File: src/vit_pkg.sv
// shared constants and carrier types for the vectored interrupt and trap block
package vit_pkg;

    // trap csr addresses
    localparam logic [11:0] CSR_STATUS_ADDR  = 12'h300;
    localparam logic [11:0] CSR_TVEC_ADDR    = 12'h305;
    localparam logic [11:0] CSR_SCRATCH_ADDR = 12'h340;
    localparam logic [11:0] CSR_EPC_ADDR     = 12'h341;
    localparam logic [11:0] CSR_CAUSE_ADDR   = 12'h342;
    localparam logic [11:0] CSR_TVAL_ADDR    = 12'h343;

    // interrupt controller register byte offsets
    localparam logic [11:0] INT_ENABLE_OFS = 12'h104;
    localparam logic [11:0] INT_TYPE_OFS   = 12'h108;
    localparam logic [11:0] INT_CLEAR_OFS  = 12'h10C;
    localparam logic [11:0] INT_PEND_OFS   = 12'h110;
    localparam logic [11:0] INT_PRIO_OFS   = 12'h118;
    localparam logic [11:0] INT_THRESH_OFS = 12'h194;

    // field positions and fixed values
    localparam int          STATUS_MIE_BIT  = 3;
    localparam int          STATUS_PREV_GLOBAL_IRQ_ENABLE_BIT = 7;
    localparam int          CAUSE_IRQ_BIT   = 31;
    localparam int          TVEC_BASE_LSB   = 8;
    localparam logic [7:0]  TVEC_LOW_BITS   = 8'h01;
    localparam logic [31:0] RESET_WORD      = 32'h0000_0000;
    localparam logic [3:0]  PRIO_RESET      = 4'h0;

    // exception codes
    localparam logic [4:0] EXC_INSN_FAULT  = 5'h01;
    localparam logic [4:0] EXC_ILLEGAL     = 5'h02;
    localparam logic [4:0] EXC_BREAK       = 5'h03;
    localparam logic [4:0] EXC_LOAD_FAULT  = 5'h05;
    localparam logic [4:0] EXC_STORE_FAULT = 5'h07;
    localparam logic [4:0] EXC_ECALL_U     = 5'h08;
    localparam logic [4:0] EXC_ECALL_M     = 5'h0B;

    // cycles from source assertion to trap entry
    localparam int IRQ_LATENCY = 4;

    typedef struct packed {
        logic        valid;
        logic [4:0]  code;
        logic [31:0] pc;
        logic [31:0] opcode;
        logic [31:0] daddr;
    } vit_exc_t;

    typedef struct packed {
        logic        taken;
        logic        is_irq;
        logic [4:0]  code;
        logic [31:0] target;
    } vit_trap_t;

endpackage

File: src/vit_irq_cell.sv
// one interrupt source: capture, masking and clear handling
`timescale 1ns/100ps
module vit_irq_cell
(
    input  wire logic       clk,
    input  wire logic       sys_rst,
    input  wire logic       src,
    input  wire logic       enable,
    input  wire logic       edge_type,
    input  wire logic [3:0] prio,
    input  wire logic [3:0] thresh,
    input  wire logic       clr_bit,
    input  wire logic       claim,
    output logic            pend_r
);
    import vit_pkg::*;

    logic src_d_r;
    logic clr_d_r;
    logic latch_r;
    logic claimed_r;
    logic latch_nxt;
    logic claimed_nxt;
    logic pend_nxt;

    wire rise     = src & ~src_d_r;
    wire clr_fall = clr_d_r & ~clr_bit;                           // RULE15
    wire unmasked = (prio != PRIO_RESET) && (prio >= thresh);     // RULE11
    // only claimed edges, or unclaimed ones already disabled, may be flushed
    wire flush    = clr_fall & edge_type & (claimed_r | ~enable); // RULE15 RULE16
    // a new edge in the clearing cycle wins over the clear
    assign latch_nxt   = (enable & edge_type & rise) ? 1'b1 : (flush ? 1'b0 : latch_r); // RULE10
    assign claimed_nxt = claim ? 1'b1 : (flush ? 1'b0 : claimed_r);
    // level sources pass the live input, edge sources the latch
    assign pend_nxt    = enable & unmasked & (edge_type ? latch_nxt : src); // RULE9 RULE10

    always_ff @(posedge clk or posedge sys_rst)
    begin
        if (sys_rst)
        begin
            src_d_r   <= 1'b0;
            clr_d_r   <= 1'b0;
            latch_r   <= 1'b0;
            claimed_r <= 1'b0;
            pend_r    <= 1'b0;
        end
        else
        begin
            src_d_r   <= src;
            clr_d_r   <= clr_bit;
            latch_r   <= latch_nxt;
            claimed_r <= claimed_nxt;
            pend_r    <= pend_nxt;
        end
    end

    AST_PEND_NEEDS_ENABLE: assert property (@(posedge clk) disable iff (sys_rst) // RULE9
        pend_r |-> $past(enable) && ($past(prio) >= $past(thresh)) && ($past(prio) != 4'h0))
        else $error("pending set for a disabled or masked source");

    AST_LEVEL_NOT_CLEARED: assert property (@(posedge clk) disable iff (sys_rst) // RULE15
        (!edge_type && enable && unmasked && src && clr_fall) |=> pend_r)
        else $error("clear toggle dropped a level source");

endmodule // vit_irq_cell

File: src/vit_trap_ctrl.sv
// prioritising interrupt controller with trap entry csrs
`timescale 1ns/100ps
// Function
// RULE1 - vector mode hard-wired to vectored, 0x1
// RULE2 - vector base holds upper 24 address bits
// RULE3 - return pc gets instruction about to execute
// RULE4 - cause code reports listed exception numbers
// RULE5 - fetch address lsb forced, code zero never
// RULE6 - cause interrupt flag set only for interrupts
// RULE7 - trap value chosen by exception code
// RULE8 - up to 31 sources numbered 1-31
// RULE9 - only enabled sources captured and serviced
// RULE10 - type bit: 0 level, 1 rising edge
// RULE11 - priority 1-15; zero or below threshold masked
// RULE12 - equal priority: lowest number wins
// RULE13 - read-only pending register per source
// RULE14 - highest priority pending traps, then claimed
// RULE15 - clear pulse drops claimed edge pending only
// RULE16 - disable then clear pulse flushes unclaimed edge
// RULE17 - interrupt entry saves pc, cause, enable bits
// RULE18 - jump to base plus four times number
// RULE19 - source number zero never captures
// RULE20 - cause bit 31 interrupt flag, low five code
// RULE21 - exactly four cycles input to trap entry
// RULE22 - no interrupt trap while global enable clear
module vit_trap_ctrl #(
    parameter int NUM_IRQ = 31
)
(
    input  wire logic              clk,
    input  wire logic              sys_rst,
    input  wire logic [NUM_IRQ:1]  irq_src,
    input  wire logic [11:0]       csr_addr,
    input  wire logic              csr_we,
    input  wire logic [31:0]       csr_wdata,
    output logic [31:0]            csr_rdata_r,
    input  wire logic [11:0]       reg_addr,
    input  wire logic              reg_we,
    input  wire logic [31:0]       reg_wdata,
    output logic [31:0]            reg_rdata_r,
    input  wire logic [31:0]       core_next_pc,
    input  wire logic              core_mret,
    input  wire vit_pkg::vit_exc_t exc_in,
    input  wire logic [31:0]       fetch_addr,
    output logic [31:0]            fetch_addr_aligned,
    output vit_pkg::vit_trap_t     trap_r
);
    import vit_pkg::*;

    logic [31:0]        enable_r;
    logic [31:0]        type_r;
    logic [31:0]        clear_r;
    logic [3:0]         prio_r [1:NUM_IRQ];
    logic [3:0]         thresh_r;
    logic [NUM_IRQ:1]   pend;
    logic [NUM_IRQ:1]   claim_vec;
    logic [4:0]         best_id_r;
    logic               best_valid_r;
    logic [4:0]         req_id_r;
    logic               req_r;
    logic [23:0]        tvec_base_r;
    logic [31:0]        scratch_r;
    logic [31:0]        epc_r;
    logic [31:0]        cause_r;
    logic [31:0]        tval_r;
    logic               global_irq_enable_r;
    logic               prev_global_irq_enable_r;
    logic [4:0]         best_id_nxt;
    logic               best_valid_nxt;
    logic [31:0]        tval_nxt;
    logic [31:0]        prio_rd;

    function automatic logic [11:0] prio_ofs(input int idx);
        prio_ofs = INT_PRIO_OFS + 12'((idx - 1) * 4);
    endfunction

    // lsb dropped so a misaligned fetch fault cannot arise
    assign fetch_addr_aligned = {fetch_addr[31:1], 1'b0}; // RULE5

    genvar g;
    generate
        for (g = 1; g <= NUM_IRQ; g = g + 1)
        begin : gen_cell
            vit_irq_cell u_cell (
                .clk       (clk),
                .sys_rst   (sys_rst),
                .src       (irq_src[g]),
                .enable    (enable_r[g]),
                .edge_type (type_r[g]),
                .prio      (prio_r[g]),
                .thresh    (thresh_r),
                .clr_bit   (clear_r[g]),
                .claim     (claim_vec[g]),
                .pend_r    (pend[g])
            ); // RULE8
        end
    endgenerate

    // arbitration: highest priority, lowest number on a tie
    always_comb
    begin
        logic [3:0] best_pri;
        best_pri       = 4'h0;
        best_id_nxt    = 5'h00;
        best_valid_nxt = 1'b0;
        for (int i = NUM_IRQ; i >= 1; i--)
        begin
            if (pend[i] && (prio_r[i] >= best_pri)) // RULE12
            begin
                best_pri       = prio_r[i];
                best_id_nxt    = 5'(i);
                best_valid_nxt = 1'b1;
            end
        end
    end

    // pipeline: pend (1), select (2), request (3), trap entry (4)
    wire irq_go  = req_r && pend[req_id_r] && global_irq_enable_r && !exc_in.valid; // RULE14 RULE22
    wire take    = exc_in.valid || irq_go;
    wire [4:0] take_code = exc_in.valid ? exc_in.code : req_id_r;

    assign claim_vec = irq_go ? (NUM_IRQ'(1) << (req_id_r - 5'h01)) : '0; // RULE14

    always_comb
    begin
        unique case (exc_in.code) // RULE7
            EXC_INSN_FAULT:  tval_nxt = exc_in.pc;
            EXC_ILLEGAL:     tval_nxt = exc_in.opcode;
            EXC_LOAD_FAULT:  tval_nxt = exc_in.daddr;
            EXC_STORE_FAULT: tval_nxt = exc_in.daddr;
            default:         tval_nxt = RESET_WORD;
        endcase
    end

    always_ff @(posedge clk or posedge sys_rst)
    begin
        if (sys_rst)
        begin
            best_id_r    <= 5'h00;
            best_valid_r <= 1'b0;
            req_id_r     <= 5'h00;
            req_r        <= 1'b0;
        end
        else
        begin
            best_id_r    <= best_id_nxt;
            best_valid_r <= best_valid_nxt;
            req_id_r     <= best_id_r;
            req_r        <= best_valid_r; // RULE21
        end
    end

    // interrupt controller register writes
    always_ff @(posedge clk or posedge sys_rst)
    begin
        if (sys_rst)
        begin
            enable_r <= RESET_WORD;
            type_r   <= RESET_WORD;
            clear_r  <= RESET_WORD;
            thresh_r <= PRIO_RESET;
            for (int i = 1; i <= NUM_IRQ; i++)
                prio_r[i] <= PRIO_RESET;
        end
        else if (reg_we)
        begin
            if (reg_addr == INT_ENABLE_OFS)
                enable_r <= {reg_wdata[31:1], 1'b0}; // RULE19
            if (reg_addr == INT_TYPE_OFS)
                type_r <= {reg_wdata[31:1], 1'b0};
            if (reg_addr == INT_CLEAR_OFS)
                clear_r <= {reg_wdata[31:1], 1'b0};
            if (reg_addr == INT_THRESH_OFS)
                thresh_r <= reg_wdata[3:0];
            for (int i = 1; i <= NUM_IRQ; i++)
                if (reg_addr == prio_ofs(i))
                    prio_r[i] <= reg_wdata[3:0]; // RULE11
        end
    end

    always_comb
    begin
        prio_rd = RESET_WORD;
        for (int i = 1; i <= NUM_IRQ; i++)
            if (reg_addr == prio_ofs(i))
                prio_rd = {28'h0, prio_r[i]};
    end

    wire [31:0] pend_word = 32'({pend, 1'b0});
    wire [31:0] reg_rd_mux =
        (reg_addr == INT_ENABLE_OFS) ? enable_r :
        (reg_addr == INT_TYPE_OFS)   ? type_r :
        (reg_addr == INT_CLEAR_OFS)  ? clear_r :
        (reg_addr == INT_PEND_OFS)   ? pend_word : // RULE13
        (reg_addr == INT_THRESH_OFS) ? {28'h0, thresh_r} : prio_rd;

    wire [31:0] tvec_word   = {tvec_base_r, TVEC_LOW_BITS}; // RULE1 RULE2
    wire [31:0] status_word = 32'({prev_global_irq_enable_r, 3'b000,
                                   global_irq_enable_r, 3'b000});
    wire [31:0] csr_rd_mux =
        (csr_addr == CSR_STATUS_ADDR)  ? status_word :
        (csr_addr == CSR_TVEC_ADDR)    ? tvec_word :
        (csr_addr == CSR_SCRATCH_ADDR) ? scratch_r :
        (csr_addr == CSR_EPC_ADDR)     ? epc_r :
        (csr_addr == CSR_CAUSE_ADDR)   ? cause_r :
        (csr_addr == CSR_TVAL_ADDR)    ? tval_r : RESET_WORD;

    always_ff @(posedge clk or posedge sys_rst)
    begin
        if (sys_rst)
        begin
            reg_rdata_r <= RESET_WORD;
            csr_rdata_r <= RESET_WORD;
        end
        else
        begin
            reg_rdata_r <= reg_rd_mux;
            csr_rdata_r <= csr_rd_mux;
        end
    end

    // trap csrs; trap entry outranks a software write in the same cycle
    always_ff @(posedge clk or posedge sys_rst)
    begin
        if (sys_rst)
        begin
            tvec_base_r              <= 24'h00_0000;
            scratch_r                <= RESET_WORD;
            epc_r                    <= RESET_WORD;
            cause_r                  <= RESET_WORD;
            tval_r                   <= RESET_WORD;
            global_irq_enable_r      <= 1'b0;
            prev_global_irq_enable_r <= 1'b0;
        end
        else if (take)
        begin
            epc_r   <= exc_in.valid ? exc_in.pc : core_next_pc; // RULE3 RULE17
            cause_r <= {!exc_in.valid, 26'h0, take_code}; // RULE4 RULE6 RULE20
            if (exc_in.valid)
                tval_r <= tval_nxt; // RULE7
            prev_global_irq_enable_r <= global_irq_enable_r; // RULE17
            global_irq_enable_r      <= 1'b0;
        end
        else if (core_mret)
        begin
            global_irq_enable_r      <= prev_global_irq_enable_r;
            prev_global_irq_enable_r <= 1'b0;
        end
        else if (csr_we)
        begin
            unique case (csr_addr)
                CSR_STATUS_ADDR:
                begin
                    global_irq_enable_r      <= csr_wdata[STATUS_MIE_BIT];
                    prev_global_irq_enable_r <= csr_wdata[STATUS_PREV_GLOBAL_IRQ_ENABLE_BIT];
                end
                CSR_TVEC_ADDR:    tvec_base_r <= csr_wdata[31:TVEC_BASE_LSB]; // RULE2
                CSR_SCRATCH_ADDR: scratch_r <= csr_wdata;
                CSR_EPC_ADDR:     epc_r <= csr_wdata;
                CSR_CAUSE_ADDR:   cause_r <= {csr_wdata[CAUSE_IRQ_BIT], 26'h0, csr_wdata[4:0]};
                CSR_TVAL_ADDR:    tval_r <= csr_wdata;
                default:          scratch_r <= scratch_r;
            endcase
        end
    end

    always_ff @(posedge clk or posedge sys_rst)
    begin
        if (sys_rst)
            trap_r <= '0;
        else
        begin
            trap_r.taken  <= take;
            trap_r.is_irq <= !exc_in.valid;
            trap_r.code   <= take_code;
            // exceptions use entry 0, interrupt i uses entry 4i
            trap_r.target <= {tvec_base_r, 8'h00}
                             + (exc_in.valid ? 32'h0 : {25'h0, req_id_r, 2'b00}); // RULE18
        end
    end

    AST_TVEC_MODE_FIXED: assert property (@(posedge clk) disable iff (sys_rst) // RULE1
        (csr_we && csr_addr == CSR_TVEC_ADDR && !take && !core_mret)
        |=> tvec_word[7:0] == 8'h01 && tvec_word[31:8] == $past(csr_wdata[31:8]))
        else $error("vector register low byte not vectored mode");

    AST_EPC_EXC: assert property (@(posedge clk) disable iff (sys_rst) // RULE3
        exc_in.valid |=> epc_r == $past(exc_in.pc))
        else $error("return pc not the faulting instruction");

    AST_EPC_IRQ: assert property (@(posedge clk) disable iff (sys_rst) // RULE17
        irq_go |=> epc_r == $past(core_next_pc) && cause_r[4:0] == $past(req_id_r))
        else $error("interrupt entry did not save pc and number");

    AST_CAUSE_FLAG: assert property (@(posedge clk) disable iff (sys_rst) // RULE20
        trap_r.taken |-> cause_r[31] == trap_r.is_irq && cause_r[4:0] == trap_r.code)
        else $error("cause flag or code mismatch");

    AST_NO_CODE_ZERO: assert property (@(posedge clk) disable iff (sys_rst) // RULE5
        trap_r.taken && trap_r.is_irq |-> trap_r.code != 5'h00)
        else $error("interrupt trap with number zero");

    AST_TVAL_OPCODE: assert property (@(posedge clk) disable iff (sys_rst) // RULE7
        exc_in.valid && exc_in.code == 5'h02 |=> tval_r == $past(exc_in.opcode))
        else $error("trap value not the opcode");

    AST_VECTOR: assert property (@(posedge clk) disable iff (sys_rst) // RULE18
        trap_r.taken && trap_r.is_irq
        |-> trap_r.target[7:0] == {1'b0, trap_r.code, 2'b00})
        else $error("vector offset not four times the number");

    AST_ENABLE_SAVE: assert property (@(posedge clk) disable iff (sys_rst) // RULE17
        take |=> !global_irq_enable_r && prev_global_irq_enable_r == $past(global_irq_enable_r))
        else $error("global enable not saved and cleared");

    AST_NO_IRQ_MASKED: assert property (@(posedge clk) disable iff (sys_rst) // RULE22
        trap_r.taken && trap_r.is_irq |-> $past(global_irq_enable_r))
        else $error("interrupt trap with global enable clear");

    AST_LATENCY: assert property (@(posedge clk) disable iff (sys_rst) // RULE21
        (best_valid_r && global_irq_enable_r && !exc_in.valid && !core_mret
         && !csr_we && !reg_we) ##1 (pend[req_id_r] && global_irq_enable_r && !exc_in.valid)
        |=> trap_r.taken && trap_r.is_irq)
        else $error("selected interrupt not taken on time");

endmodule // vit_trap_ctrl

File: config.mk
export PLATFORM = sky130hd
export DESIGN_NAME = vit_trap_ctrl
export DESIGN_NICKNAME = d
export VERILOG_FILES = /design/src/vit_pkg.sv /design/src/vit_irq_cell.sv /design/src/vit_trap_ctrl.sv
export SDC_FILE = /design/constraint.sdc
export NUM_CORES = 2
export LEC_CHECK = 0
export BUFFER_PORTS_ARGS = -buffer_cell sky130_fd_sc_hd__buf_2
export CORE_MARGIN = 8
export CORE_UTILIZATION = 45
export CTS_CLUSTER_SIZE = 16
export DETAILED_ROUTE_END_ITERATION = 16
export HOLD_SLACK_MARGIN = 0.02
export PLACE_DENSITY_LB_ADDON = 0.1
export RECOVER_POWER = 50
export SYNTH_ARGS = -nofsm -noshare
export SYNTH_HDL_FRONTEND = slang
export SYNTH_SLANG_ARGS = --single-unit
File: constraint.sdc
create_clock -name clk -period 57.1 [get_ports clk]
set_input_delay 2.855 -clock clk [delete_from_list [all_inputs] [get_ports clk]]
set_output_delay 2.855 -clock clk [all_outputs]
set_load 0.02 [all_outputs]
==> summary.txt <==
Status
  • Status: complete, but fails checks
  • Failing checks: capacitance limit, slew limit

Critical path
  • Setup crit start kind: register
  • CP peak stage delay: 660 ps
  • Critical path's slowest cell: a221oi_1
  • Most frequent CP cell: ha_1
  • Reg2Reg Depth: between 200 and 250
  • Critical Path End Type: register
  • Req. time, crit path: 57650 ps
  • CP max FO: 12
  • CP Data Arrival Time: around 53000 ps
  • Critical path class: register to register

Drt
  • Final WL: between 100000 and 150000 µm
  • Residual DRC count: 0
  • Avg Vias per Cell: between 5 and 6
  • Post-DR wirelength/cell: approximately 24 µm
  • Vias: slightly below 30000
  • Initial DRC count: 2143
  • TritonRoute pass-1 iters: 8
  • Final ANT Viol Nets: 0

Flow run
  • Max-cap violations: 6

CTS
  • Postcts setup bufs: 0
  • Hold buffers post-CTS: 0
  • Worst-Skew Late Latency: 630 ps
  • CTS tree: done
  • TritonCTS buffer count: 71
  • Worst-path clk slew: ~60 ps
  • Clock sinks: between 600 and 700
  • CTS resizes: 0
  • Clock Path Buffers: 3
  • Root buffer cell: clkbuf_16
  • H-Tree Level Count: 3

Timing
  • F_max: about 0.019 GHz
  • Total Neg Setup Slack: 0 ps
  • Slew Viols, Final: 490
  • WHS: between 300 and 400 ps
  • Slew HR: -495%
  • Tmin final: 52650 ps
  • Post-layout worst setup margin: ~4400 ps
  • Crit share post-route: 92.2%
  • Slew @ Worst Pin: 8920 ps
  • Worst Clk Skew: around 30 ps
  • Final hold violation count: 0
  • Final setup fails: 0
  • RSZ-0062 raised after global routing: no

Yosys
  • Cell area after synthesis: around 0.036 mm²
  • Synth warn: 0
  • Synth Flop Type: dfrtp_1
  • FFs w/ async S/R, synth: 100%
  • Largest area contributor in the netlist: dfrtp_1
  • Synth cell types: 116
  • EDFF count, synth: 0
  • Post-synth top cells: dfrtp_1, nand2_1, mux2_2
  • Ranking of synthesized cells by area: dfrtp_1, mux2_2, ha_1
  • Top cell type's share of synthesized area: between 40% and 50%
  • Post-Syn Instances: approximately 3500
  • Most common cell in the netlist: dfrtp_1
  • Sequential fraction of the synthesis area: ~43%
  • Post-synthesis sequential element count: between 600 and 700
  • Synthesized area per cell: about 10 µm²

Finish
  • Fin util: between 50% and 60%
  • Design area: between 0.04 and 0.05 mm²
  • Fillers: 7367
  • Area grow syn2layout: 13.3%
  • Finished Layout Cells: roughly 5000
  • Share of layout cells above drive strength 1: between 20% and 30%
  • Final net count: roughly 4300

Place
  • PortBufs: around 360
  • GPL Wtd Cong: roughly 0.9
  • Cells after DPL: 4748
  • Worst slack, placed: a little over 5000 ps
  • Dpl cell area: between 0.03 and 0.04 mm²
  • Dpl hpwl: about 82000 µm

Die
  • Height of the chip: between 200 and 300 µm
  • Die area: between 0.08 and 0.09 mm²
  • Num rows: between 100 and 150
  • Top-Level Pins: between 400 and 500
  • Initial Utilization: 45.3%
  • Core footprint: a little under 0.08 mm²
  • Die W: around 300 µm

Global routing
  • Total Routing Usage GR: roughly 25%
  • First-pass GRT wire length: 179000 µm
  • Antenna violations before repair: 13
  • Number of global-route vias before repair: just under 30000
  • Remaining Overflow, GRT: 0
  • Largest net degree at the start of global routing: between 150 and 200

Power and ir drop
  • Pwr Total: roughly 0.95 mW
  • Internal power: roughly 0.72 mW
  • Sw frac: between 20% and 30%
  • Max VDD drop: roughly 0.000022 V
  • LEAKAGE: roughly 19 nW
  • Power per cell area: between 20 and 25 mW/mm²
  • Combinational share of power: around 5.4%
  • Reg power frac: approximately 47%
  • Clk pwr share: 47.3%
  • Sw power: ~0.23 mW

Worst hold path
  • HP Class: register to register
  • Number of cells on the worst hold path: 0
[state kept, by name, indices dropped and copies added, names as in the netlist, 4 cells and up]
name / flops
gen_cell.u_cell.src_d_r: 31
reg_rdata_r: 32
trap_r: 36
gen_cell.u_cell.pend_r: 31
gen_cell.u_cell.claimed_r: 31
csr_rdata_r: 32
prio_r: 124
gen_cell.u_cell.clr_d_r: 31
req_id_r: 5
enable_r: 31
thresh_r: 4
tval_r: 32
scratch_r: 32
clear_r: 31
tvec_base_r: 24
gen_cell.u_cell.latch_r: 31
cause_r: 6
type_r: 31
epc_r: 32
best_id_r: 5
[cells in the final DEF (no fill, tap or decap), types with 83 or more instances in the layout]
cell,instances
ha_1,190
a21o_1,83
a22oi_1,83
inv_1,128
nand2b_1,86
o21ai_0,200
nor2_1,218
mux2i_1,105
nand2_1,306
dfrtp_1,616
buf_2,225
clkbuf_1,157
mux2_2,298
a21oi_1,215
[power groups by stage]
stage	registers [mW]	clock network, mW	logic [mW]
floorplan	0.456	0	0.0311
global placement	0.456	0	0.0517
detailed placement	0.456	0	0.0522
CTS	0.449	0.460	0.0523
global route	0.450	0.476	0.0574
finish	0.449	0.449	0.0511
[worst paths after layout]
check | start | to | slack (ps)
min | best_id_r[1] | req_id_r[1] | 350
max in group asynchronous | sys_rst | clear_r[21] | 43350
min reg2reg | best_id_r[1] | req_id_r[1] | 350
min in group asynchronous | sys_rst | reg_rdata_r[15] | 3620
max | gen_cell[31].u_cell.pend_r | best_id_r[4] | 4450
max reg2reg | gen_cell[31].u_cell.pend_r | best_id_r[4] | 4450
[layout make-up]
type / instances / area, µm² / area share [%]
clock buffer: 102 / 2030 / 5.04
clock inverter: 25 / 246 / 0.610
antenna: 9 / 22.5 / 0.0558
sequential: 616 / 15400 / 38.2
inverter: 133 / 500 / 1.24
timing repair buffer: 395 / 1880 / 4.65
multi-input combinational: 2554 / 19000 / 47.0
tap: 1050 / 1310 / 3.25
[worst max-delay path, delay by kind of cell, from the launching register on]
kind,cells,cell delay [ps]
AOI/OAI and AO/OA,89,20090
buffers and inverters,8,470
and+or+nand+nor,78,12670
DFF,1,580
adders and majority gates,38,10950
muxes,22,7850
[cell families (layout without fill, tap and decap cells)]
| kind of cell | Yosys count | in the layout | share of synthesized area (%) |
|---|---|---|---|
| AO/OA/AOI/OAI | 976 | 976 | 19.2 |
| XOR/XNOR | 1 | 1 | 0.0246 |
| adder cells (fa/ha/maj) | 205 | 205 | 7.10 |
| buffers and inverters | 316 | 655 | 3.78 |
| flip-flops | 616 | 616 | 43.2 |
| multiplexers | 425 | 425 | 13.6 |
| other | 1 | 13 | 0.0105 |
| AND/OR/NAND/NOR | 943 | 943 | 13.0 |
[routing by layer]
| metal | wire, µm | global-route usage (%) |
|---|---|---|
| met5 | 73 | 0 |
| met4 | 3070 | 6.99 |
| met3 | 6790 | 4.70 |
| met2 | 54500 | 42.2 |
| met1 | 51200 | 34.0 |
Power figures use the tool's default switching activity.
